--- src/include/dcs_defines.svh ---
// Purpose: Constants for the drive output condition selector
// Assumes: Included by bare name
// Notes: Select codes index the per-cycle condition vector
`ifndef DCS_DEFINES_SVH
`define DCS_DEFINES_SVH

`define DCS_SEL_W 5
`define DCS_NUM_COND 19
`define DCS_NUM_OUT 4

`define DCS_SEL_OFF 5'h00
`define DCS_SEL_KEYPAD 5'h01
`define DCS_SEL_BRAKE 5'h02
`define DCS_SEL_FOLDBACK 5'h03
`define DCS_SEL_FAULT 5'h04
`define DCS_SEL_ALARM 5'h05
`define DCS_SEL_CMD_FWD 5'h06
`define DCS_SEL_CMD_REV 5'h07
`define DCS_SEL_MOT_FWD 5'h08
`define DCS_SEL_MOT_REV 5'h09
`define DCS_SEL_PROC_ERR 5'h0A
`define DCS_SEL_NETWORK 5'h0B
`define DCS_SEL_SEQ 5'h0C
`define DCS_SEL_SCHED 5'h0D
`define DCS_SEL_ZERO_SPD 5'h0E
`define DCS_SEL_AT_SPEED 5'h0F
`define DCS_SEL_SET_SPEED 5'h10
`define DCS_SEL_OVERLOAD 5'h11
`define DCS_SEL_UNDERLOAD 5'h12

`define DCS_SEL_RST 5'h00
`define DCS_OUT_RST 4'h0
`define DCS_WARM_CYC 2'h2

`endif

--- src/include/dcs_pkg.sv ---
// Purpose: Carrier types for the drive output condition selector
// Assumes: Speeds and errors are signed 16-bit, currents unsigned 16-bit
// Notes: Per-output command bits: bit 0..1 opto, bit 2..3 relay
package dcs_pkg;

  typedef struct packed {
    logic keypad_local;
    logic brake_on;
    logic foldback;
    logic fault;
    logic alarm;
    logic cmd_fwd;
    logic cmd_rev;
    logic motor_fwd;
    logic motor_rev;
    logic [3:0] net_cmd;
    logic [3:0] seq_cmd;
    logic [3:0] sched_cmd;
  } dcs_status_s;

  typedef struct packed {
    logic signed [15:0] speed;
    logic signed [15:0] speed_ref;
    logic signed [15:0] speed_demand;
    logic [15:0] current;
    logic signed [15:0] process_error;
  } dcs_meas_s;

  typedef struct packed {
    logic [15:0] zero_speed_threshold;
    logic [15:0] speed_match_tolerance;
    logic [15:0] set_speed_point;
    logic [15:0] overload_point;
    logic [15:0] underload_point;
    logic [15:0] process_err_tol;
  } dcs_thresh_s;

endpackage : dcs_pkg

--- src/hw/dcs_top.sv ---
// Purpose: Drive four digital outputs, each from one selected status condition
// Assumes: All inputs synchronous to clk (10 MHz)
// Notes: Two register stages, outputs follow inputs two edges later
`timescale 1ns/1ps
`include "dcs_defines.svh"

// Functional notes
// - Keypad condition follows local keypad control
// - Brake condition follows braking transistor on
// - Foldback condition follows current foldback active
// - Fault condition follows fault; fault trips drive
// - Alarm condition follows alarm; never trips
// - Forward and reverse run command conditions
// - Forward and reverse actual motion conditions
// - Process error magnitude above tolerance
// - Network condition follows remote master command
// - Sequencer condition hands output to sequencer
// - Schedule condition hands output to scheduler
// - Zero speed when speed below threshold
// - At speed when reference-demand gap within tolerance
// - Set speed when speed above set point
// - Overload when current above overload point
// - Underload when current below underload point
// - Four outputs, two opto two relay, independent
module dcs_top (
  // Clock and reset
  input wire logic clk,
  input wire logic rst_n,
  // Drive status and measurements
  input wire dcs_pkg::dcs_status_s status,
  input wire dcs_pkg::dcs_meas_s meas,
  input wire dcs_pkg::dcs_thresh_s thresh,
  // Per-output condition selects: 0..1 opto, 2..3 relay
  input wire logic [3:0][4:0] out_sel,
  // Output levels
  output logic [1:0] opto_out,
  output logic [1:0] relay_out,
  output logic drive_trip
);

  // Magnitude of a signed value, one bit wider so that the most
  // negative input does not wrap back to itself
  function automatic logic [16:0] mag17(input logic signed [16:0] v);
    logic [16:0] r;
    r = v[16] ? 17'(-v) : 17'(v);
    return r;
  endfunction : mag17

  // Pick one condition for an output; unknown codes give a low output
  function automatic logic pick(
    input logic [4:0] sel,
    input logic [18:0] cond,
    input logic net,
    input logic seq,
    input logic sched
  );
    logic r;
    r = 1'h0;
    if (sel == `DCS_SEL_NETWORK) begin
      r = net;
    end else if (sel == `DCS_SEL_SEQ) begin
      r = seq;
    end else if (sel == `DCS_SEL_SCHED) begin
      r = sched;
    end else if (sel < 5'(`DCS_NUM_COND)) begin
      r = cond[sel];
    end
    return r;
  endfunction : pick

  // Magnitudes and comparisons
  wire logic [16:0] speed_mag;
  wire logic [16:0] match_gap;
  wire logic [16:0] perr_mag;
  wire logic signed [16:0] speed_ext;
  wire logic signed [16:0] gap_raw;
  wire logic signed [16:0] perr_ext;

  assign speed_ext = 17'(meas.speed);
  assign perr_ext = 17'(meas.process_error);
  assign gap_raw = 17'(meas.speed_ref) - 17'(meas.speed_demand);
  assign speed_mag = mag17(speed_ext);
  assign match_gap = mag17(gap_raw);
  assign perr_mag = mag17(perr_ext);

  wire logic zero_spd;
  wire logic at_speed;
  wire logic set_speed;
  wire logic over_ld;
  wire logic under_ld;
  wire logic perr_hi;

  // Speed magnitude below threshold lets a brake interlock with motion
  assign zero_spd = speed_mag < {1'h0, thresh.zero_speed_threshold};
  assign at_speed = match_gap < {1'h0, thresh.speed_match_tolerance};
  // Signed speed, so reverse rotation never reads as above set point
  assign set_speed = meas.speed > $signed({1'h0, thresh.set_speed_point});
  assign over_ld = meas.current > thresh.overload_point;
  assign under_ld = meas.current < thresh.underload_point;
  assign perr_hi = perr_mag > {1'h0, thresh.process_err_tol};

  // Condition vector indexed by select code
  wire logic [18:0] cond_d;

  assign cond_d[0] = 1'h0;
  assign cond_d[1] = status.keypad_local;
  assign cond_d[2] = status.brake_on;
  assign cond_d[3] = status.foldback;
  assign cond_d[4] = status.fault;
  assign cond_d[5] = status.alarm;
  assign cond_d[6] = status.cmd_fwd;
  assign cond_d[7] = status.cmd_rev;
  assign cond_d[8] = status.motor_fwd;
  assign cond_d[9] = status.motor_rev;
  assign cond_d[10] = perr_hi;
  // Per-output sources are picked in the second stage
  assign cond_d[11] = 1'h0;
  assign cond_d[12] = 1'h0;
  assign cond_d[13] = 1'h0;
  assign cond_d[14] = zero_spd;
  assign cond_d[15] = at_speed;
  assign cond_d[16] = set_speed;
  assign cond_d[17] = over_ld;
  assign cond_d[18] = under_ld;

  // First stage: conditions, selects and per-output commands
  logic [18:0] cond_q;
  logic [3:0][4:0] sel_q;
  logic [3:0] net_q;
  logic [3:0] seq_q;
  logic [3:0] sched_q;
  logic fault_q;

  always_ff @(posedge clk or negedge rst_n) begin
    if (!rst_n) begin
      cond_q <= 19'h00000;
      sel_q <= {4{`DCS_SEL_RST}};
      net_q <= 4'h0;
      seq_q <= 4'h0;
      sched_q <= 4'h0;
      fault_q <= 1'h0;
    end else begin
      cond_q <= cond_d;
      sel_q <= out_sel;
      net_q <= status.net_cmd;
      seq_q <= status.seq_cmd;
      sched_q <= status.sched_cmd;
      fault_q <= status.fault;
    end
  end

  // Second stage: each output picks its own condition
  wire logic [3:0] out_d;

  genvar gi;
  generate
    for (gi = 0; gi < `DCS_NUM_OUT; gi++) begin : g_out
      assign out_d[gi] = pick(sel_q[gi], cond_q, net_q[gi], seq_q[gi], sched_q[gi]);
    end
  endgenerate

  logic [3:0] out_q;
  logic trip_q;

  // Outputs only from flops, so a switching select never glitches a relay
  always_ff @(posedge clk or negedge rst_n) begin
    if (!rst_n) begin
      out_q <= `DCS_OUT_RST;
      trip_q <= 1'h0;
    end else begin
      out_q <= out_d;
      // Alarms are reported only; a fault also trips the drive
      trip_q <= fault_q;
    end
  end

  assign opto_out = out_q[1:0];
  assign relay_out = out_q[3:2];
  assign drive_trip = trip_q;

  // Helper: hold off checks until both stages carry real samples
  logic [1:0] warm_q;
  wire logic warm;

  assign warm = (warm_q == `DCS_WARM_CYC);

  always_ff @(posedge clk or negedge rst_n) begin
    if (!rst_n) begin
      warm_q <= 2'h0;
    end else if (!warm) begin
      warm_q <= warm_q + 2'h1;
    end
  end
endmodule : dcs_top

--- config.mk ---
export PLATFORM = sky130hd
export DESIGN_NAME = dcs_top
export DESIGN_NICKNAME = d
export VERILOG_FILES = /design/src/include/dcs_pkg.sv /design/src/hw/dcs_top.sv
export VERILOG_INCLUDE_DIRS = /design/src /design/src/include
export SDC_FILE = /design/constraint.sdc
export NUM_CORES = 1
export LEC_CHECK = 0
export BUFFER_PORTS_ARGS = -buffer_cell sky130_fd_sc_hd__clkbuf_2
export CAP_MARGIN = 20
export CORE_MARGIN = 4
export CORE_UTILIZATION = 41
export DETAILED_ROUTE_END_ITERATION = 16
export GPL_ROUTABILITY_DRIVEN = 0
export PLACE_DENSITY = 0.74
export REMOVE_ABC_BUFFERS = 1
export SYNTH_ARGS = -nofsm -noshare
export SYNTH_HDL_FRONTEND = slang
export SYNTH_SLANG_ARGS = --single-unit
--- constraint.sdc ---
create_clock -name clk -period 2.54 [get_ports clk]
set_clock_uncertainty 0.15 [all_clocks]
set_input_delay 0.127 -clock clk [delete_from_list [all_inputs] [get_ports clk]]
set_output_delay 0.127 -clock clk [all_outputs]
set_load 0.05 [all_outputs]
### Word-level counts from Yosys, hierarchy flattened

Cells that the tools add are included.

| operators by class | value |
|---|---|
| $lt $le $gt $ge | 14 |
| muxes and demuxes | 27 |
| equality and inequality tests | 12 |
| add/sub/neg operators | 4 |

Operators by type and width:

| operator | count |
|---|---|
| 5-bit by 4-bit equality test with 1-bit output (second input constant) | 12 |
| 17-bit two-way mux | 3 |
| 17-bit by 16-bit less-than comparator with 1-bit output | 2 |
| 16-bit negator with 17-bit output | 2 |
| 5-bit by 6-bit less-than comparator with 1-bit output (second input constant) | 4 |
| 1-bit binary-select mux with 5-bit select | 4 |
| 5-bit less-than comparator (second input constant) | 4 |
| 1-bit two-way mux | 20 |
| 16-bit by 17-bit greater-than comparator with 1-bit output | 1 |
| 17-bit by 16-bit greater-than comparator with 1-bit output | 1 |
| 17-bit negator | 1 |
| 16-bit by 16-bit subtractor with 17-bit output | 1 |
| 16-bit greater-than comparator | 1 |
| 16-bit less-than comparator | 1 |

| word-level totals | value |
|---|---|
| output and inout bits | 5 |
| register bits after elaboration | 53 |
| bits of input ports | 219 |
| logic and storage cells | 68 |

### Logic depth before layout (Yosys ltp)

Gate-level depths: netlist of the first run.

| depth | value |
|---|---|
| depth in word-level cells | 6 |
| depth in mapped cells | 21 |
| mapped depth without buffers | 20 |

### Least setup slack after synthesis of the first run

Ideal clock, no wire load.

| path | value |
|---|---|
| kind | input-to-reg |
| from | input meas[48] (netlist name) |
| to | register cond_q[15] |
| data arrival time | 3,625 ps |
| path slack | -1,317 ps |
| data required time | 2,308 ps |
| stages on the path | 21 |
| library setup time | 82 ps |
| path through | inv_1 > ha_1 > fa_1 > nand2b_1 > a21oi_1 > o21ai_2 > a31oi_2 > a41oi_2 > a31oi_4 > buf_4 > mux2i_1 > ha_1 > a21boi_0 > o21a_1 > o21ai_0 > a21oi_1 > o31ai_1 > a21oi_1 > o31ai_1 > a21oi_1 > a31oi_1 |

| between the ends | value |
|---|---|
| longest elaborated chain between the ends | 4 |

Ends and longest elaborated chain:

| what | RTL line | text |
|---|---|---|
| from (decl) | dcs_top.sv:31 | `input wire dcs_pkg::dcs_meas_s meas,` |
| 16-bit by 16-bit subtractor with 17-bit output (*) | dcs_top.sv:81 | `assign gap_raw = 17'(meas.speed_ref) - 17'(meas.speed_demand);` |
| 17-bit negator | dcs_top.sv:45 | `r = v[16] ? 17'(-v) : 17'(v);` |
| 17-bit two-way mux (*) | dcs_top.sv:45 |  |
| 17-bit by 16-bit less-than comparator with 1-bit output (*) | dcs_top.sv:95 | `assign at_speed = match_gap < {1'h0, thresh.speed_match_tolerance};` |
| via at_speed | dcs_top.sv:87 | `wire logic at_speed;` |
| to (signal assigned) | dcs_top.sv:143 | `cond_q <= cond_d;` |
| to (decl) | dcs_top.sv:127 | `logic [18:0] cond_q;` |

Mark *: on every way through the listed nets, which the timed path passes. The rest lies on a longest branch.

### Worst setup path after layout of the first run

Same ends and word-level chain as after synthesis.

==> impl_table.tex, run 1 <==
\begin{tabular}{lr}
\hline
Metric & Value \\
\hline
\multicolumn{2}{l}{\textbf{GRT}} \\
Overall global routing resource usage & 18.5\% \\
Vias in the first global route & just over 6000 \\
Number of antenna violations at the first check in global routing & 1 \\
Maximum number of pins on one net before global-route repair & 53 \\
Overflow left after global routing & 0 \\
Wire length of the first global-routing pass & 26.2 mm \\
\multicolumn{2}{l}{\textbf{Logic synthesis}} \\
Combinational family with the most area after synthesis & adder cells \\
Post-synth ARST share & between 90\% and 100\% \\
Fraction of the mapped netlist area in simple logic gates & 14.3\% \\
Sequential share of the synthesized area & a little over a fifth \\
Share of the synthesized area in compound gates (AO/OA/AOI/OAI) & 18.9\% \\
Register bit total from synthesis & 52 \\
Synthesized instance count & 708 \\
Number of warnings issued by yosys & 0 \\
Count of flip-flops with a built-in enable after synthesis & 0 \\
Prevailing post-synth register cell & sky130\_fd\_sc\_hd\_\_dfrtp\_1 \\
Mapped cell area & about 6000 sq um \\
Adder and majority gate portion of the synthesized area & about a quarter \\
Netlist cell types & 66 \\
Xor and xnor fraction of the mapped netlist area & 7.57\% \\
Mux cell area share after synthesis & about 6.2\% \\
Post-Syn Area per Cell & 8.64 sq um \\
\multicolumn{2}{l}{\textbf{CTS}} \\
Clock Sink Count & 52 \\
Inserted Clock Buffers & 5 \\
Clock Tree Buf Depth & 2 \\
Number of H-tree levels & 2 \\
Post-CTS clock slew at the launch and capture registers of the worst setup and hold paths & about 60 ps \\
CTS tree & yes \\
Root Buffer & sky130\_fd\_sc\_hd\_\_clkbuf\_16 \\
Clock network latency to the later pin of the worst-skew pair & 280 ps \\
\multicolumn{2}{l}{\textbf{Cells and area}} \\
Number of nets in the layout & about 1400 \\
Leading cell type in the layout, fill and taps excluded & sky130\_fd\_sc\_hd\_\_clkbuf\_2 \\
Final standard cell utilization of the core & 60.7\% \\
Syn-to-layout area delta & 44.8\% \\
Share of cells above drive strength 1 & 34.8\% \\
Leading cell types in the layout, fill and taps excluded & sky130\_fd\_sc\_hd\_\_clkbuf\_2 (221), sky130\_fd\_sc\_hd\_\_inv\_1 (120), sky130\_fd\_sc\_hd\_\_ha\_1 (112) \\
\# fillers & 1288 \\
\multicolumn{2}{l}{\textbf{Die}} \\
Area of the core & 14600 sq um \\
Standard-cell row count & 44 \\
Y dimension of the die & 130 microns \\
Die outline width & roughly 130 microns \\
Initial standard-cell utilization of the core & 41.9\% \\
Die Footprint & about 17000 sq um \\
I/O pin count & 224 \\
\multicolumn{2}{l}{\textbf{STA}} \\
Final worst slack & -1020 ps \\
Final Critical Period & 3560 ps \\
RSZ-0062 raised after global routing & true \\
Worst rel slew slack & $\sim$56\% \\
Worst hold margin & 81.3 ps \\
Final-report max-slew violation count & 0 \\
Worst-Margin Slew & 653 ps \\
Hold Vio Cnt, Final & 0 \\
Part of the cycle the worst path needs & 140\% \\
Final setup violation count & 2 \\
Fmax & approximately 280 MHz \\
\multicolumn{2}{l}{\textbf{Placed design}} \\
HPWL Detailed & 13.7 mm \\
Number of buffers inserted by port buffering & 223 \\
\multicolumn{2}{l}{\textbf{Power and ir drop}} \\
Max IR drop VDD & 0.000414 V \\
Leak pwr & 4.81 nW \\
Pwr dens & 364 nW/um\^{}2 \\
\multicolumn{2}{l}{\textbf{Route}} \\
Detailed Route WL & between 15 and 20 mm \\
Drc violations & 0 \\
Antenna viol nets, final & 0 \\
DR pass1 iterations & 4 \\
Mean routed wirelength per cell & 13.3 microns \\
Total number of vias & 6222 \\
Per-cell via count in the routed design & 4.99 \\
DRT iter0 DRCs & 221 \\
\multicolumn{2}{l}{\textbf{Min path}} \\
Worst min-delay path class & primary input to flop \\
\multicolumn{2}{l}{\textbf{Setup path}} \\
Maximum fanout encountered on the critical timing path & 2 \\
Worst EP arrival & 3600 ps \\
Startpoint types & primary input \\
Type of the worst setup path & primary input to flop \\
Worst setup EP type & flop \\
Worst path required time & 2590 ps \\
\multicolumn{2}{l}{\textbf{Outcome}} \\
Failing checks & negative setup slack \\
Run status & finished, violations left \\
\multicolumn{2}{l}{\textbf{Flow run}} \\
Count of max-cap constraint violations & 0 \\
\hline
\end{tabular}
==> final timing paths <==
| kind | cells past startpoint | to | slack (ps) | from |
|---|---|---|---|---|
| max | 22 | cond_q[15] | -1020 | meas[48] |
| min reg2reg | 0 | drive_trip | 350 | cond_q[4] |
| max reg2reg | 4 | out_q[1] | 390 | sel_q[9] |
| min | 3 | cond_q[10] | 80 | thresh[0] |
| max in group asynchronous | 3 | sel_q[17] | 1450 | rst_n |
| min in group asynchronous | 3 | sel_q[2] | 370 | rst_n |
==> metal layers <==
metal | GRT usage (%) | vias to the layer above | share of wire, %
met4 | 3.06 | 0 | 1.4
met3 | 2.50 | 26 | 4.8
li1 | - | 3204 | -
met2 | 34.6 | 152 | 51
met1 | 22.8 | 2840 | 42
met5 | 0 | - | 0
==> kinds of logic (layout without fill, tap and decap cells) <==
family	count (synthesis)	after routing
flip-flops	52	52
AND/OR/NAND/NOR	160	160
other	0	1
adder cells (fa/ha/maj)	114	114
AO/OA/AOI/OAI	172	172
XOR/XNOR	52	52
multiplexers	25	25
buffers and inverters	133	486
==> cell usage after synthesis (4+ instances only) <==
master	number	area, sq um
sky130_fd_sc_hd__nor3_1	12	60.1
sky130_fd_sc_hd__nor2b_1	15	93.8
sky130_fd_sc_hd__inv_1	121	454
sky130_fd_sc_hd__a211oi_1	9	67.6
sky130_fd_sc_hd__dfrtp_1	52	1300
sky130_fd_sc_hd__nand4_1	10	62.6
sky130_fd_sc_hd__clkbuf_1	10	37.5
sky130_fd_sc_hd__mux2i_1	11	110
sky130_fd_sc_hd__mux2_2	4	45.0
sky130_fd_sc_hd__xnor2_1	41	359
sky130_fd_sc_hd__nand2b_1	15	93.8
sky130_fd_sc_hd__xor2_1	10	87.6
sky130_fd_sc_hd__mux4_2	10	225
sky130_fd_sc_hd__nand2_1	27	101
sky130_fd_sc_hd__a21oi_1	48	240
sky130_fd_sc_hd__nand3_1	8	40.0
sky130_fd_sc_hd__a21o_1	20	150
sky130_fd_sc_hd__a31oi_1	8	50.1
sky130_fd_sc_hd__or3_1	7	43.8
sky130_fd_sc_hd__o21a_1	10	75.1
sky130_fd_sc_hd__o41ai_1	6	52.6
sky130_fd_sc_hd__nor2_1	38	143
sky130_fd_sc_hd__o21ai_0	30	150
sky130_fd_sc_hd__ha_1	113	1410
sky130_fd_sc_hd__o31ai_1	11	82.6
==> worst max-delay path: stages <==
cell and delay (ps):
sky130_fd_sc_hd__buf_6 70, sky130_fd_sc_hd__inv_4 30, sky130_fd_sc_hd__ha_4 150, sky130_fd_sc_hd__fa_2 350
sky130_fd_sc_hd__nand2b_4 160, sky130_fd_sc_hd__a21oi_2 130, sky130_fd_sc_hd__buf_4 140, sky130_fd_sc_hd__o21ai_4 60
sky130_fd_sc_hd__a31oi_4 170, sky130_fd_sc_hd__a41oi_2 180, sky130_fd_sc_hd__a31oi_4 250, sky130_fd_sc_hd__mux2i_1 210
sky130_fd_sc_hd__ha_1 240, sky130_fd_sc_hd__a21boi_2 150, sky130_fd_sc_hd__o21a_1 180, sky130_fd_sc_hd__o21ai_1 130
sky130_fd_sc_hd__a21oi_1 80, sky130_fd_sc_hd__o31ai_1 200, sky130_fd_sc_hd__a21oi_1 100, sky130_fd_sc_hd__o31ai_1 240
sky130_fd_sc_hd__a21oi_1 90, sky130_fd_sc_hd__a31oi_1 160
==> where the power goes <==
group	internal, mW	switching, mW	total (mW)
Clock	0.393	0.271	0.664
Sequential	0.886	0.0754	0.962
Combinational	0.855	0.738	1.59
==> metrics by stage <==
step / setup TNS [ps] / instance area (sq um) / total power, mW / setup slack (ps) / std cells
3_5_place_dp: -2210 / 8070 / 2.46 / -1470 / 1190
5_1_grt: -1450 / 8850 / 3.49 / -1290 / 1246
6_report: -1050 / 8850 / 3.22 / -1020 / 1246
4_1_cts: -1050 / 8720 / 3.22 / -1020 / 1242
3_3_place_gp: -2090 / 8070 / 2.42 / -1400 / 1190
2_1_floorplan: -1480 / 6070 / 1.86 / -1290 / 696
==> cell type report <==
type,instances,area (sq um),area share [%]
diodes,1,2.50,0.0283
clock buffers,8,146,1.65
inverters,121,457,5.16
multi-input cells,523,4470,50.5
flip-flops and latches,52,1300,14.7
well taps,184,230,2.60
repair buffers,357,2240,25.3
==> flip-flops by register name, summed over array words and instances, names as in the netlist <==
| signal | cells |
|---|---|
| cond_q | 15 |
| drive_trip | 1 |
| net_q | 4 |
| out_q | 4 |
| sched_q | 4 |
| sel_q | 20 |
| seq_q | 4 |
==> what timing repair did <==
item | 4_1_cts | 5_1_grt
pin swaps | 10 | 15
cloned | 0 | 0
hold buffers | 42 | 0
gates resized for setup | 17 | 20
setup endpoints to repair | 2 | 3
hold endpoints to repair | 93 | 0
buffers inserted | 2 | 3
No activity file was read; power rests on OpenSTA's default activity.
==> inputs of run 2 (changes only) <==
ABC_AREA = 1   (was not set)
BUFFER_PORTS_ARGS = -buffer_cell sky130_fd_sc_hd__buf_2   (was -buffer_cell sky130_fd_sc_hd__clkbuf_2)
CTS_CLUSTER_DIAMETER = 100   (was not set)
PLACE_DENSITY = 0.73   (was 0.74)
==> run 2 against run 1 <==
Net effect:
- cell count increased by 28%
- critical path depth up 6
- largest cell class unchanged
- combinational power increased by 16%
- worst hold slack worse by 66 ps
- area after synthesis up 7.6%
- critical endpoint unchanged
- core utilization about the same
- clock power grew 2%
- the flow still finishes with violations (negative setup slack)
==> impl_table.tex, run 2 <==
\begin{tabular}{lr}
\hline
Metric & Value \\
\hline
\multicolumn{2}{l}{\textbf{Outcome}} \\
Run status & finished, violations left (unchanged) \\
Failing checks & negative setup slack (unchanged) \\
\multicolumn{2}{l}{\textbf{Logic synthesis}} \\
Share of the synthesized area in the top cell type & 21.5\% (was 23.1\%) \\
Synthesized instance count & 993 (was 708) \\
Post-Syn Area per Cell & 6.63 sq um (was 8.64 sq um) \\
Netlist cell types & 40 (was 66) \\
Sequential share of the synthesized area & 19.8\% (was 21.3\%) \\
Number of warnings issued by yosys & 0 (unchanged) \\
Prevailing post-synth register cell & sky130\_fd\_sc\_hd\_\_dfrtp\_1 (unchanged) \\
Mapped cell area & 6580 sq um (was 6110 sq um) \\
Most frequent cells after synthesis & sky130\_fd\_sc\_hd\_\_inv\_1 (220), sky130\_fd\_sc\_hd\_\_nand2\_1 (220), sky130\_fd\_sc\_hd\_\_ha\_1 (113), sky130\_fd\_sc\_hd\_\_nor2\_1 (64), sky130\_fd\_sc\_hd\_\_a21oi\_1 (61) (was sky130\_fd\_sc\_hd\_\_inv\_1 (121), sky130\_fd\_sc\_hd\_\_ha\_1 (113), sky130\_fd\_sc\_hd\_\_dfrtp\_1 (52), sky130\_fd\_sc\_hd\_\_a21oi\_1 (48), sky130\_fd\_sc\_hd\_\_xnor2\_1 (41)) \\
Cell types occupying the most area after synthesis & sky130\_fd\_sc\_hd\_\_ha\_1 (21\%), sky130\_fd\_sc\_hd\_\_dfrtp\_1 (20\%), sky130\_fd\_sc\_hd\_\_inv\_1 (13\%) (was sky130\_fd\_sc\_hd\_\_ha\_1 (23\%), sky130\_fd\_sc\_hd\_\_dfrtp\_1 (21\%), sky130\_fd\_sc\_hd\_\_inv\_1 (7.4\%)) \\
Largest area contributor in the netlist & sky130\_fd\_sc\_hd\_\_ha\_1 (unchanged) \\
Register bit total from synthesis & 52 (unchanged) \\
Post-synth ARST share & 100\% (unchanged) \\
Count of flip-flops with a built-in enable after synthesis & 0 (unchanged) \\
\multicolumn{2}{l}{\textbf{Cells and area}} \\
Antenna cells & 0 (was 1) \\
Share of cells above drive strength 1 & 30.1\% (was 34.8\%) \\
Syn-to-layout area delta & 45.9\% (was 44.8\%) \\
Register bank with the most flops & sel\_q (unchanged) \\
Leading cell types in the layout, fill and taps excluded & sky130\_fd\_sc\_hd\_\_buf\_2 (221), sky130\_fd\_sc\_hd\_\_nand2\_1 (216), sky130\_fd\_sc\_hd\_\_inv\_1 (211) (was sky130\_fd\_sc\_hd\_\_clkbuf\_2 (221), sky130\_fd\_sc\_hd\_\_inv\_1 (120), sky130\_fd\_sc\_hd\_\_ha\_1 (112)) \\
Leading cell type in the layout, fill and taps excluded & sky130\_fd\_sc\_hd\_\_buf\_2 (was sky130\_fd\_sc\_hd\_\_clkbuf\_2) \\
Number of flip-flops under the largest register name & 20 (unchanged) \\
Non-filler instance count after layout & 1590 (was 1246) \\
Number of nets in the layout & 1706 (was 1393) \\
Top flop regs & sel\_q x20, cond\_q x15 (unchanged) \\
\multicolumn{2}{l}{\textbf{Setup path}} \\
Type of the worst setup path & primary input to flop (unchanged) \\
Critical register-to-register path startpoint & sel\_q[16] (was sel\_q[9]) \\
Worst path required time & 2570 ps (was 2590 ps) \\
Worst setup EP type & flop (unchanged) \\
Flop2flop setup slack & 870 ps (was 390 ps) \\
Maximum fanout encountered on the critical timing path & 2 (unchanged) \\
CP Launch Point & meas[48] (unchanged) \\
Worst EP arrival & 2960 ps (was 3600 ps) \\
Startpoint types & primary input (unchanged) \\
\multicolumn{2}{l}{\textbf{Min path}} \\
Worst min-delay path class & primary input to flop (unchanged) \\
Startpoint of the tightest hold check path & thresh[0] (unchanged) \\
\multicolumn{2}{l}{\textbf{STA}} \\
Fmax & 341 MHz (was 281 MHz) \\
Hold Vio Cnt, Final & 0 (unchanged) \\
Final setup violation count & 1 (was 2) \\
Worst-Margin Slew & 419 ps (was 653 ps) \\
Final Critical Period & 2930 ps (was 3560 ps) \\
Final worst slack & -395 ps (was -1020 ps) \\
Worst rel slew slack & 72.1\% (was 56.5\%) \\
Part of the cycle the worst path needs & 116\% (was 140\%) \\
Setup TNS after final layout & -395 ps (was -1050 ps) \\
RSZ-0062 raised after global routing & true (unchanged) \\
Final-report max-slew violation count & 0 (unchanged) \\
\multicolumn{2}{l}{\textbf{Die}} \\
I/O pin count & 224 (unchanged) \\
Area of the core & 15800 sq um (was 14600 sq um) \\
Die Footprint & 18100 sq um (was 16900 sq um) \\
Y dimension of the die & 135 microns (was 130 microns) \\
Die outline width & 135 microns (was 130 microns) \\
Initial standard-cell utilization of the core & 41.6\% (was 41.9\%) \\
Standard-cell row count & 46 (was 44) \\
\multicolumn{2}{l}{\textbf{CTS}} \\
CTS tree & yes (unchanged) \\
Clock network latency to the later pin of the worst-skew pair & 290 ps (was 280 ps) \\
Root Buffer & sky130\_fd\_sc\_hd\_\_clkbuf\_16 (unchanged) \\
Clock Tree Buf Depth & 2 (unchanged) \\
Clock Sink Count & 52 (unchanged) \\
Number of H-tree levels & 2 (unchanged) \\
Inserted Clock Buffers & 5 (unchanged) \\
Post-CTS clock slew at the launch and capture registers of the worst setup and hold paths & 70 ps (was 60 ps) \\
\multicolumn{2}{l}{\textbf{GRT}} \\
Wire length of the first global-routing pass & 32.5 mm (was 26.2 mm) \\
Overflow left after global routing & 0 (unchanged) \\
Vias in the first global route & 7637 (was 6125) \\
Maximum number of pins on one net before global-route repair & 35 (was 53) \\
Overall global routing resource usage & 21.2\% (was 18.5\%) \\
Number of antenna violations at the first check in global routing & 0 (was 1) \\
\multicolumn{2}{l}{\textbf{Route}} \\
Total number of vias & 7716 (was 6222) \\
DR pass1 iterations & 6 (was 4) \\
DRT iter0 DRCs & 312 (was 221) \\
Detailed Route WL & 20.4 mm (was 16.5 mm) \\
Mean routed wirelength per cell & 12.8 microns (was 13.3 microns) \\
Per-cell via count in the routed design & 4.85 (was 4.99) \\
Antenna viol nets, final & 0 (unchanged) \\
Drc violations & 0 (unchanged) \\
\multicolumn{2}{l}{\textbf{Flow run}} \\
Count of max-cap constraint violations & 0 (unchanged) \\
\multicolumn{2}{l}{\textbf{Power and ir drop}} \\
Max IR drop VDD & 0.000249 V (was 0.000414 V) \\
Pwr dens & 361 nW/um\^{}2 (was 364 nW/um\^{}2) \\
Leak pwr & 5.65 nW (was 4.81 nW) \\
\multicolumn{2}{l}{\textbf{Placed design}} \\
Dpl cells & 1527 (was 1190) \\
Number of buffers inserted by port buffering & 223 (unchanged) \\
HPWL Detailed & 16.3 mm (was 13.7 mm) \\
\hline
\end{tabular}
==> run 2: changes by cell type after synthesis, moves of 16 or more <==
cell                      delta
sky130_fd_sc_hd__a21o_1     -16
sky130_fd_sc_hd__nand3_1    +51
sky130_fd_sc_hd__nor2_1     +26
sky130_fd_sc_hd__nand2_1   +193
sky130_fd_sc_hd__xnor2_1    -31
sky130_fd_sc_hd__inv_1      +99
==> run 2: worst max-delay path, stage by stage <==
cell                       delay [ps]
sky130_fd_sc_hd__buf_2             80
sky130_fd_sc_hd__inv_2             40
sky130_fd_sc_hd__ha_4             150
sky130_fd_sc_hd__fa_2             570
sky130_fd_sc_hd__ha_4             150
sky130_fd_sc_hd__inv_2             50
sky130_fd_sc_hd__a21oi_4          140
sky130_fd_sc_hd__buf_6            110
sky130_fd_sc_hd__buf_4             90
sky130_fd_sc_hd__buf_4             90
sky130_fd_sc_hd__nand2_1           60
sky130_fd_sc_hd__nand2_2           80
sky130_fd_sc_hd__xnor2_2          120
sky130_fd_sc_hd__inv_2             60
sky130_fd_sc_hd__ha_4             260
sky130_fd_sc_hd__nand2_1           50
sky130_fd_sc_hd__inv_1             50
sky130_fd_sc_hd__nand4_1           80
sky130_fd_sc_hd__o211ai_1         100
sky130_fd_sc_hd__nand2_1           70
sky130_fd_sc_hd__nand2_1           70
sky130_fd_sc_hd__nand2_1           50
sky130_fd_sc_hd__nand2_1           60
sky130_fd_sc_hd__nand2_1           50
sky130_fd_sc_hd__nand2_1           50
sky130_fd_sc_hd__nand2_1           40
sky130_fd_sc_hd__nand2_1           60
sky130_fd_sc_hd__nor2_1            40
==> run 2: kinds of logic (layout without fill, tap and decap cells) <==
group,Yosys count,in the layout,synth area share [%]
simple gates,411,411,27.1
buf+inv,228,609,13.1
compound gates,153,153,13.5
fa+ha+maj,114,114,21.8
flops,52,52,19.8
xor+xnor,35,35,4.66
==> run 2: what timing repair did <==
action	CTS	global route
hold endpoints to repair	59	0
hold buffers	42	0
pin swaps	17	29
buffers inserted	7	6
gates resized for setup	11	49
setup endpoints to repair	1	3
==> run 2: layout make-up <==
| class | instances | area, sq um |
|---|---|---|
| sequential | 52 | 1300 |
| fill | 1432 | 6230 |
| clock inverter | 3 | 22.5 |
| multi-input combinational | 713 | 4640 |
| clock buffer | 5 | 125 |
| inverter | 224 | 848 |
| timing repair buffer | 377 | 2390 |
| tap | 216 | 270 |
==> run 2: layer usage <==
metal,vias up,global-route usage (%),share of wire (%)
li1,3985,-,-
met1,3433,25.7,43
met2,249,38.9,49
met3,49,3.13,5.5
met4,0,5.77,2.9
met5,-,0,0
==> run 2: worst paths after layout <==
check / cells past startpoint / to
max: 28 / cond_q[15]
min: 3 / cond_q[10]
max reg2reg: 7 / out_q[3]
min reg2reg: 0 / drive_trip
max in group asynchronous: 3 / sel_q[11]
min in group asynchronous: 2 / sel_q[9]
==> run 2: where the power goes <==
part	internal [mW]	total (mW)	switching (mW)	leakage, nW
combinational	0.870	1.85	0.977	4.96
sequential	0.885	0.935	0.0500	0.609
clock	0.369	0.680	0.311	0.0742
==> run 2: stage by stage <==
step / setup slack [ps] / area [sq um] / util, % / total power, mW / hold slack, ps
after global placement: -647 / 8690 / 54.9 / 2.53 / -49.7
after global routing: -642 / 9600 / 60.7 / 3.75 / 19.9
after CTS: -421 / 9350 / 59.1 / 3.34 / 3.61
after detailed placement: -782 / 8690 / 54.9 / 2.58 / -58.9
after floorplan: -435 / 6560 / - / 1.90 / -319
final: -395 / 9600 / 60.7 / 3.46 / 15.3
